## config.mk

```make
export PLATFORM = sky130hd
export DESIGN_NAME = psda_bridge
export DESIGN_NICKNAME = d
export VERILOG_FILES = /design/src/psda_pkg.sv /design/src/psda_bridge.sv
export VERILOG_INCLUDE_DIRS = /design/src
export SDC_FILE = /design/constraint.sdc
export NUM_CORES = 1
export LEC_CHECK = 0
export ABC_AREA = 1
export BUFFER_PORTS_ARGS = -buffer_cell sky130_fd_sc_hd__buf_4
export CELL_PAD_IN_SITES_DETAIL_PLACEMENT = 0
export CELL_PAD_IN_SITES_GLOBAL_PLACEMENT = 1
export CORE_MARGIN = 3
export CORE_UTILIZATION = 38
export CTS_CLUSTER_DIAMETER = 80
export DETAILED_ROUTE_END_ITERATION = 8
export GPL_TIMING_DRIVEN = 0
export PLACE_DENSITY_LB_ADDON = 0.05
export SYNTH_ARGS = -nofsm -noshare
export SYNTH_HDL_FRONTEND = slang
export SYNTH_SLANG_ARGS = --single-unit
```

## constraint.sdc

```tcl
create_clock -name CLK_IN -period 1.8 [get_ports CLK_IN]
set_input_delay 0.09 -clock CLK_IN [delete_from_list [all_inputs] [get_ports CLK_IN]]
set_output_delay 0.09 -clock CLK_IN [all_outputs]
set_load 0.02 [all_outputs]
```

## src/psda_map.svh

```systemverilog
// register offsets, field positions, reset values and cycle counts
// Function
// - table address is table page above the 16-bit effective address.
// - table page top bit picks user (0) or configuration (1) memory.
// - remapped address is remap page above effective address bits 14..0.
// - program address bit 23 is zero for every remapped access.
// - remap only when address top bit and core control remap enable are set.
// - data space from 8000h upward maps onto the selected program page.
// - remap page picks one of 256 pages; its bit 0 is address bit 15.
// - program counter steps by two, low word and high byte side by side.
// - word low table read returns program bits 15..0 unchanged.
// - byte low table read returns upper byte if select is 1, else lower.
// - word high table read returns bits 23..16, high data byte zero.
// - byte high table read gives bits 23..16 on select 0, zero on 1.
// - remapped access is suspended while a table access is in progress.
// - outside repeat, moves add one cycle, other instructions add two.
// - in repeat, edge iterations add two cycles, others take one.
// - remapped read needs two program fetches and one or two extra cycles, except on inner repeat iterations (one fetch).
// - fetch address is zero, program counter bits 22..1, then zero.
`ifndef PSDA_MAP_SVH
`define PSDA_MAP_SVH

`define PSDA_OFS_TABLE_PAGE   4'h0
`define PSDA_OFS_REMAP_PAGE   4'h4
`define PSDA_OFS_CORE_CONTROL 4'h8
`define PSDA_OFS_STATUS       4'hC

`define PSDA_RST_TABLE_PAGE   8'h00
`define PSDA_RST_REMAP_PAGE   8'h00
`define PSDA_RST_REMAP_ENABLE 1'b0

`define PSDA_BIT_REMAP_ENABLE 2
`define PSDA_BIT_EA_TOP       15
`define PSDA_BIT_PAGE_TOP     7

`define PSDA_EXTRA_MOVE       2'h1
`define PSDA_EXTRA_OTHER      2'h2
`define PSDA_EXTRA_REP_EDGE   2'h2
`define PSDA_EXTRA_REP_INNER  2'h0

`define PSDA_LANE_LOW         3'h1
`define PSDA_LANE_MID         3'h2
`define PSDA_LANE_WORD        3'h3
`define PSDA_LANE_HIGH        3'h4
`define PSDA_LANE_NONE        3'h0

`endif

```

## src/psda_pkg.sv

```systemverilog
// types shared by the program space data access bridge
package psda_pkg;

  typedef enum logic [2:0] {
    OP_FETCH,
    OP_TABLE_READ_LOW,
    OP_TABLE_READ_HIGH,
    OP_TABLE_WRITE_LOW,
    OP_TABLE_WRITE_HIGH,
    OP_DATA_READ,
    OP_DATA_WRITE
  } psda_op_t;

  typedef enum logic [2:0] {
    ST_IDLE,
    ST_ISSUE,
    ST_CAPTURE,
    ST_STALL
  } psda_fsm_t;

  typedef struct packed {
    logic        valid;
    psda_op_t    op;
    logic [15:0] ea;
    logic [22:0] pc;
    logic [15:0] wdata;
    logic        byte_mode;
    logic        move_class;
    logic        in_repeat;
    logic [3:0]  repeat_edge;
  } psda_req_t;

  typedef struct packed {
    logic        rd;
    logic        wr;
    logic [23:0] addr;
    logic [23:0] wdata;
    logic [2:0]  lanes;
  } psda_pm_t;

  typedef struct packed {
    logic        rd;
    logic        wr;
    logic [15:0] addr;
    logic [15:0] wdata;
  } psda_dm_t;

endpackage : psda_pkg

```

## src/psda_bridge.sv

```systemverilog
// program space data access bridge: table, remap and fetch paths
`timescale 1ns/1ps
`include "psda_map.svh"

module psda_bridge #(
  parameter int CNT_W = 8
) (
  // clock and reset
  input  wire logic             CLK_IN,
  input  wire logic             ARST_N_IN,
  // register port
  input  wire logic [3:0]       REG_ADDR_IN,
  input  wire logic [15:0]      REG_WDATA_IN,
  input  wire logic             REG_WR_IN,
  input  wire logic             REG_RD_IN,
  output logic      [15:0]      REG_RDATA_OUT,
  // core request and answer
  input  wire psda_pkg::psda_req_t CORE_REQ_IN,
  output logic                  CORE_READY_OUT,
  output logic                  CORE_DONE_OUT,
  output logic      [15:0]      CORE_RDATA_OUT,
  output logic      [23:0]      CORE_INSTR_OUT,
  // program memory array
  output psda_pkg::psda_pm_t    PM_OUT,
  input  wire logic [23:0]      PM_RDATA_IN,
  // data memory
  output psda_pkg::psda_dm_t    DM_OUT,
  input  wire logic [15:0]      DM_RDATA_IN
);

  typedef struct packed {
    psda_pkg::psda_fsm_t fsm;
    psda_pkg::psda_op_t  op;
    logic [7:0]          table_page;
    logic [7:0]          remap_page;
    logic                remap_enable;
    psda_pkg::psda_pm_t  pm;
    psda_pkg::psda_dm_t  dm;
    logic                remap;
    logic                second_fetch;
    logic [1:0]          stall;
    logic                byte_mode;
    logic                byte_sel;
    logic                cfg_space;
    logic                from_dm;
    logic [15:0]         rdata;
    logic [23:0]         instr;
    logic                done;
    logic [15:0]         reg_rdata;
    logic [CNT_W-1:0]    remap_count;
  } psda_state_t;

  psda_state_t state;
  psda_state_t next_state;

  logic        table_op;
  logic        table_busy;
  logic        remap_hit;
  logic [1:0]  extra;
  logic        edge_iter;
  logic [23:0] table_addr;
  logic [23:0] remap_addr;
  logic [23:0] fetch_addr;
  logic [15:0] status_word;
  logic [15:0] low_word;
  logic [7:0]  high_byte;
  logic [7:0]  count_field;
  logic        byte_sel;
  logic        table_read;
  logic        data_read;
  logic [14:0] window_offset;

  assign table_op = (CORE_REQ_IN.op == psda_pkg::OP_TABLE_READ_LOW)
                 || (CORE_REQ_IN.op == psda_pkg::OP_TABLE_READ_HIGH)
                 || (CORE_REQ_IN.op == psda_pkg::OP_TABLE_WRITE_LOW)
                 || (CORE_REQ_IN.op == psda_pkg::OP_TABLE_WRITE_HIGH);

  assign table_read = (CORE_REQ_IN.op == psda_pkg::OP_TABLE_READ_LOW)
                   || (CORE_REQ_IN.op == psda_pkg::OP_TABLE_READ_HIGH);

  assign data_read = (CORE_REQ_IN.op == psda_pkg::OP_DATA_READ);

  // byte select is the lowest effective address bit for every byte access
  assign byte_sel = CORE_REQ_IN.ea[0];

  // a table access still in flight holds the remap path off
  assign table_busy = (state.fsm != psda_pkg::ST_IDLE) && !state.remap
                   && !state.from_dm && (state.op != psda_pkg::OP_FETCH);

  assign remap_hit = state.remap_enable
                  && CORE_REQ_IN.ea[`PSDA_BIT_EA_TOP]
                  && !table_busy;

  assign table_addr = {state.table_page, CORE_REQ_IN.ea};

  // ea top bit only opens the window, so it never reaches the address
  assign window_offset = CORE_REQ_IN.ea[14:0];

  // ea top bit is dropped; remap page bit 0 lands on address bit 15
  assign remap_addr = {1'b0,
                       state.remap_page,
                       window_offset};

  // fetches can never land in configuration space
  assign fetch_addr = {1'b0, CORE_REQ_IN.pc[22:1], 1'b0};

  assign edge_iter = |CORE_REQ_IN.repeat_edge;

  // stall cost follows the instruction class and loop position only
  always_comb begin
    if (CORE_REQ_IN.in_repeat) begin
      extra = edge_iter ? `PSDA_EXTRA_REP_EDGE
                        : `PSDA_EXTRA_REP_INNER;
    end else begin
      extra = CORE_REQ_IN.move_class ? `PSDA_EXTRA_MOVE
                                     : `PSDA_EXTRA_OTHER;
    end
  end

  // both halves are taken from one answer; remap uses only the low word
  assign low_word  = PM_RDATA_IN[15:0];
  assign high_byte = PM_RDATA_IN[23:16];

  // the status field is eight bits whatever width the counter is built at
  generate
    if (CNT_W >= 8) begin : g_count_cut
      assign count_field = state.remap_count[7:0];
    end else begin : g_count_pad
      assign count_field = {{(8 - CNT_W){1'b0}}, state.remap_count};
    end
  endgenerate

  // busy and done let software watch an access without a core probe
  assign status_word = {count_field,
                        4'h0,
                        state.remap,
                        state.cfg_space,
                        state.done,
                        (state.fsm != psda_pkg::ST_IDLE)};

  always_comb begin
    next_state = state;
    next_state.done = 1'b0;
    next_state.pm.rd = 1'b0;
    next_state.pm.wr = 1'b0;
    next_state.dm.rd = 1'b0;
    next_state.dm.wr = 1'b0;

    // register port: write takes effect from the next edge, read answers next cycle
    if (REG_WR_IN) begin
      case (REG_ADDR_IN)
        `PSDA_OFS_TABLE_PAGE: begin
          next_state.table_page = REG_WDATA_IN[7:0];
        end
        `PSDA_OFS_REMAP_PAGE: begin
          next_state.remap_page = REG_WDATA_IN[7:0];
        end
        `PSDA_OFS_CORE_CONTROL: begin
          next_state.remap_enable = REG_WDATA_IN[`PSDA_BIT_REMAP_ENABLE];
        end
        default: begin
        end
      endcase
    end
    next_state.reg_rdata = 16'h0000;
    if (REG_RD_IN) begin
      case (REG_ADDR_IN)
        `PSDA_OFS_TABLE_PAGE: begin
          next_state.reg_rdata = {8'h00, state.table_page};
        end
        `PSDA_OFS_REMAP_PAGE: begin
          next_state.reg_rdata = {8'h00, state.remap_page};
        end
        `PSDA_OFS_CORE_CONTROL: begin
          next_state.reg_rdata[`PSDA_BIT_REMAP_ENABLE] = state.remap_enable;
        end
        `PSDA_OFS_STATUS: begin
          next_state.reg_rdata = status_word;
        end
        default: begin
          next_state.reg_rdata = 16'h0000;
        end
      endcase
    end

    case (state.fsm)
      psda_pkg::ST_IDLE: begin
        if (CORE_REQ_IN.valid) begin
          next_state.op           = CORE_REQ_IN.op;
          next_state.byte_mode    = CORE_REQ_IN.byte_mode;
          next_state.byte_sel     = byte_sel;
          next_state.remap        = 1'b0;
          next_state.from_dm      = 1'b0;
          next_state.second_fetch = 1'b0;
          next_state.stall        = 2'h0;
          next_state.fsm          = psda_pkg::ST_ISSUE;
          if (CORE_REQ_IN.op == psda_pkg::OP_FETCH) begin
            next_state.pm.rd   = 1'b1;
            next_state.pm.addr = fetch_addr;
          end else if (table_op) begin
            next_state.pm.addr  = table_addr;
            next_state.cfg_space =
              state.table_page[`PSDA_BIT_PAGE_TOP];
            next_state.pm.rd = table_read;
            next_state.pm.wr = !table_read;
            // the low data byte is copied to every lane a byte may target
            next_state.pm.wdata = {CORE_REQ_IN.wdata[7:0],
                                   CORE_REQ_IN.wdata};
            next_state.pm.lanes = `PSDA_LANE_NONE;
            if (CORE_REQ_IN.op == psda_pkg::OP_TABLE_WRITE_LOW) begin
              if (!CORE_REQ_IN.byte_mode) begin
                next_state.pm.lanes = `PSDA_LANE_WORD;
              end else if (byte_sel) begin
                next_state.pm.wdata[15:8] = CORE_REQ_IN.wdata[7:0];
                next_state.pm.lanes = `PSDA_LANE_MID;
              end else begin
                next_state.pm.lanes = `PSDA_LANE_LOW;
              end
            end else if (CORE_REQ_IN.op ==
                         psda_pkg::OP_TABLE_WRITE_HIGH) begin
              // the phantom byte has no storage behind it
              if (!(CORE_REQ_IN.byte_mode && byte_sel)) begin
                next_state.pm.lanes = `PSDA_LANE_HIGH;
              end
            end
          end else if (remap_hit) begin
            next_state.remap    = 1'b1;
            next_state.cfg_space = 1'b0;
            next_state.pm.addr  = remap_addr;
            if (data_read) begin
              next_state.pm.rd = 1'b1;
              // the count wraps; it is an activity gauge, not an exact tally
              next_state.remap_count =
                state.remap_count + {{(CNT_W-1){1'b0}}, 1'b1};
              // second fetch only where the access costs a cycle
              if (extra != 2'h0) begin
                next_state.second_fetch = 1'b1;
                next_state.stall = extra - 2'h1;
              end
            end
            // the window is read only: a write there is dropped
          end else begin
            next_state.from_dm  = 1'b1;
            next_state.dm.addr  = CORE_REQ_IN.ea;
            next_state.dm.wdata = CORE_REQ_IN.wdata;
            next_state.dm.rd = data_read;
            next_state.dm.wr = (CORE_REQ_IN.op == psda_pkg::OP_DATA_WRITE);
          end
        end
      end

      psda_pkg::ST_ISSUE: begin
        // the repeat strobe fetches the same word again; its answer counts
        if (state.second_fetch) begin
          next_state.second_fetch = 1'b0;
          next_state.pm.rd = 1'b1;
        end else if (state.pm.wr || state.dm.wr
                  || (state.remap && !state.pm.rd)) begin
          next_state.done = 1'b1;
          next_state.fsm  = psda_pkg::ST_IDLE;
        end else begin
          next_state.fsm = psda_pkg::ST_CAPTURE;
        end
      end

      psda_pkg::ST_CAPTURE: begin
        // memory answers only the cycle after its strobe, so capture is fixed
        if (state.from_dm) begin
          next_state.rdata = DM_RDATA_IN;
        end else begin
          case (state.op)
            psda_pkg::OP_FETCH: begin
              next_state.instr = PM_RDATA_IN;
            end
            psda_pkg::OP_TABLE_READ_LOW: begin
              if (!state.byte_mode) begin
                next_state.rdata = low_word;
              end else if (state.byte_sel) begin
                next_state.rdata = {8'h00, low_word[15:8]};
              end else begin
                next_state.rdata = {8'h00, low_word[7:0]};
              end
            end
            psda_pkg::OP_TABLE_READ_HIGH: begin
              if (!state.byte_mode) begin
                next_state.rdata = {8'h00, high_byte};
              end else if (state.byte_sel) begin
                next_state.rdata = 16'h0000;
              end else begin
                next_state.rdata = {8'h00, high_byte};
              end
            end
            default: begin
              // remap hands back only the low program word
              next_state.rdata = low_word;
            end
          endcase
        end
        if (state.stall != 2'h0) begin
          next_state.fsm = psda_pkg::ST_STALL;
        end else begin
          next_state.done = 1'b1;
          next_state.fsm  = psda_pkg::ST_IDLE;
        end
      end

      psda_pkg::ST_STALL: begin
        // stall only stretches done; the read data is already held
        if (state.stall == 2'h1) begin
          next_state.stall = 2'h0;
          next_state.done  = 1'b1;
          next_state.fsm   = psda_pkg::ST_IDLE;
        end else begin
          next_state.stall = state.stall - 2'h1;
        end
      end

      default: begin
        next_state.fsm = psda_pkg::ST_IDLE;
      end
    endcase
  end

  always_ff @(posedge CLK_IN or negedge ARST_N_IN) begin
    if (!ARST_N_IN) begin
      // every reset returns the pages and the enable to their defaults
      state              <= '0;
      state.fsm          <= psda_pkg::ST_IDLE;
      state.op           <= psda_pkg::OP_FETCH;
      state.table_page   <= `PSDA_RST_TABLE_PAGE;
      state.remap_page   <= `PSDA_RST_REMAP_PAGE;
      state.remap_enable <= `PSDA_RST_REMAP_ENABLE;
    end else begin
      state <= next_state;
    end
  end

  // a new request is only taken between accesses
  assign CORE_READY_OUT = (state.fsm == psda_pkg::ST_IDLE);
  assign CORE_DONE_OUT  = state.done;
  assign CORE_RDATA_OUT = state.rdata;
  assign CORE_INSTR_OUT = state.instr;
  assign REG_RDATA_OUT  = state.reg_rdata;
  assign PM_OUT         = state.pm;
  assign DM_OUT         = state.dm;

endmodule : psda_bridge

```

==> metrics.md <==
| Metric | Value |
|---|---|
| Outcome | `finished, final reports clean` |
| DR vias | `8,103` |
| Initial DRC Count | `439` |
| Max-cap violations | `0` |
| Die footprint | `25,600 µm²` |
| Initial antenna violation count | `0` |
| Switch Pwr | `7760 µW` |
| Final slew viol count | `0` |
| Post-Layout Cell Count | `1,807` |
| Root buf cell | `clkbuf_16` |
| Vias in the first global route | `8,130` |
| Worst VDD drop | `0.802 mV` |
| Worst Path Required | `2.15 ns` |
| DRC viols | `0` |
| Vias per cell | `4.48` |
| Placed Cells incl. Taps | `1,647` |
| WL final | `27,200 µm` |
| Final ANT Viol Nets | `0` |
| CTS tree | `built` |
| Multi-input logic area | `3120 µm²` |
| First-pass GRT wire length | `43,300 µm` |
| Syn. warnings | `0` |
| Total core area | `23,000 µm²` |
| Fillers | `2,196` |
| Layout cells sized above 1 | `0.368` |
| Syn_area_per_cell | `8.43 µm²` |
| Clock power share | `0.190` |
| Mux contribution to synthesized area | `0.0213` |
| Seq/Total Area, Yosys | `0.483` |
| N_diodes | `0` |
| Sequential share of power | `0.304` |
| Total track usage | `0.212` |
| Synth Area in Simple Gates | `0.222` |
| Crit path DAT | `2.04 ns` |
| Finished Core Util | `0.584` |
| Adder-cell share of the synthesized area | `0.00972` |
| # IOs | `275` |
| Number of synthesized flops with an enable pin | `0` |
| Gpl congestion | `0.819` |
| Internal | `12,800 µW` |
| Hold WC Path Type | `in2reg` |
| Num CTS Buffers | `17` |
| Slew @ Worst Pin | `0.720 ns` |
| Fmax | `0.589 GHz` |
| Routed length per placed instance | `15.0 µm` |
| Slew headroom | `0.520` |
| Overflow after GRT | `0` |
| Asr flop ratio synth | `1.00` |
| Sink Count | `174` |
| Post-layout minimum cycle time | `1.70 ns` |
| Worst-path maximum fanout | `10` |
| Final setup viols | `0` |
| Sw Share | `0.377` |
| Cell Rows | `55` |
| Area grow syn2layout | `49.0%` |
| Post-Syn Area | `9010 µm²` |
| DRT Pass-1 Iters | `4` |
| Fin. Hold Viols | `0` |
| Post-layout nets | `1,619` |
| Net Count, Synth | `1,205` |
| Setup Skew | `0.0115 ns` |
| Leak Pwr | `0.00714 µW` |
| Die width | `160 µm` |
| Tot Pwr | `20,600 µW` |
| Combinational Power Share | `0.506` |
| Synth Area in Compound Gates | `0.0810` |
| Yosys reg bits | `174` |
| Vert. Die Dim | `160 µm` |
| Setup TNS | `0 ns` |
| Worst setup SP type | `flop` |
| Count of input and output buffers | `265` |
| Unrepaired setup endpoints after global routing | `yes` |
| Pin count of the biggest net entering global routing | `89` |
| Starting Density | `0.392` |
| Final period utilization | `0.943` |
| Yosys cell types | `39` |
| Critical Path Sink Type | `flop` |
| Setup CP Type | `reg2reg` |
| H-tree lvl count | `4` |
| PD cells | `1530 nW/µm²` |
| Clock Pin Slew Worst Setup and Hold Paths | `0.07 ns` |
| Sequential cell area | `4350 µm²` |
| Placed wire-length estimate | `19,800 µm` |
| Main combinational cell family by area after synthesis | `simple AND/OR/NAND/NOR gates` |
| Max clock buf depth | `2` |
| Post-synth top flop | `dfrtp_1` |
| Post-Syn Instances | `1,068` |
| Post-Synth XOR/XNOR Area | `0.00583` |
| Worst-skew pair later-pin latency | `0.43 ns` |
[cell usage in the layout (no fill, tap or decap), types with 5 or more instances in the layout]
cell,Yosys,final
inv_1,73,70
buf_2,18,12
nor3_1,12,12
xor2_1,6,6
a2bb2oi_1,8,8
clkbuf_16,0,17
dlygate4sd3_1,0,111
dfrtp_1,174,174
o21ai_0,48,47
nor2_4,3,5
inv_2,12,13
a21oi_1,56,55
nand2_1,327,326
mux2_2,16,16
buf_8,0,6
o21ai_1,6,6
o22ai_1,5,5
nand3b_1,5,5
nor2_1,36,36
or2_2,7,7
nand2_2,7,5
nand3_1,58,58
buf_6,3,5
buf_4,151,429
ha_1,7,6
[per-stage QoR]
step	instance area, µm²	hold WS (ns)	setup slack [ns]
3_5_place_dp	11400	0.135	-0.230
5_1_grt	13400	0.0444	-0.0142
3_3_place_gp	11400	0.297	-0.564
6_report	13400	0.0147	0.103
2_1_floorplan	9010	-0.206	0.0385
4_1_cts	13300	0.0119	0.00784
[logic make-up after synthesis]
kind of cell,count (synthesis)
simple gates,470
fa+ha+maj,7
flops,174
buf+inv,261
mux,17
compound gates,133
xor+xnor,6
[worst paths after layout]
| kind | depth (start not counted) | start | endpoint | slack [ns] |
|---|---|---|---|---|
| max in group asynchronous | 3 | ARST_N_IN | PM_OUT[20] | 0.67 |
| min | 3 | CORE_REQ_IN[61] | DM_OUT[31] | 0.01 |
| min reg2reg | 2 | PM_OUT[28] | PM_OUT[28] | 0.48 |
| max | 7 | state[65] | CORE_RDATA_OUT[14] | 0.10 |
| max reg2reg | 7 | state[65] | CORE_RDATA_OUT[14] | 0.10 |
| min in group asynchronous | 2 | ARST_N_IN | CORE_RDATA_OUT[5] | 0.21 |
[metal layers]
metal  routed length, µm  vias up  GRT usage  share of wire
li1                    -     4079          -              -
met1               12400     3782      0.282           0.46
met2               13200      219      0.358           0.49
met3                1250       23     0.0399          0.046
met4                 342        0     0.0556          0.013
met5                   0        -          0              0
[critical path: stages (launching register included)]
cell      delay [ns]
dfrtp_1         0.36
clkbuf_4        0.20
inv_2           0.19
nand3_2         0.15
nand2_2         0.21
clkbuf_4        0.27
a21oi_1         0.06
a21oi_1         0.18
[cells in the mapped netlist (all sizes together), types with 3 or more instances]
library cell | count | area share
or2 | 7 | 0.0049
xor2 | 6 | 0.0058
nor2 | 44 | 0.022
nand4 | 4 | 0.0028
dfrtp | 174 | 0.48
buf | 173 | 0.14
o21ai | 55 | 0.031
nor3 | 13 | 0.0085
nand3 | 61 | 0.036
inv | 85 | 0.035
a21oi | 56 | 0.031
nand2 | 335 | 0.14
a2bb2oi | 8 | 0.0078
nand3b | 5 | 0.0042
mux2 | 17 | 0.021
o211ai | 3 | 0.0025
o22ai | 5 | 0.0035
ha | 7 | 0.0097
[power groups by stage]
stage / logic, µW / clock network, µW / registers, µW
finish: 10400 / 3910 / 6260
global route: 11300 / 4190 / 6460
CTS: 10300 / 4010 / 6260
detailed placement: 9900 / 0 / 6320
global placement: 9820 / 0 / 6280
floorplan: 6540 / 0 / 6090
[flip-flops by register name (all words and copies together) (netlist names)]
name,cells
PM_OUT,45
DM_OUT,34
CORE_INSTR_OUT,24
state,22
CORE_RDATA_OUT,16
REG_RDATA_OUT,16
count_field,8
remap_addr,8
CORE_DONE_OUT,1
[cell type report]
type                    instances  area share
plain buffers                 173      0.0976
clock inverters                13      0.0132
clock buffers                  18      0.0327
inverters                      86      0.0248
multi-input cells             633       0.232
repair buffers                397       0.246
flip-flops and latches        174       0.324
well taps                     313      0.0292
[timing repair]
action,CTS,global route
gates resized for setup,24,15
setup endpoints to repair,77,79
hold buffers,111,0
pin swaps,7,6
gates cloned,1,0
hold endpoints to repair,224,0
buffers inserted,11,9
(Power assumes the default switching activity.)
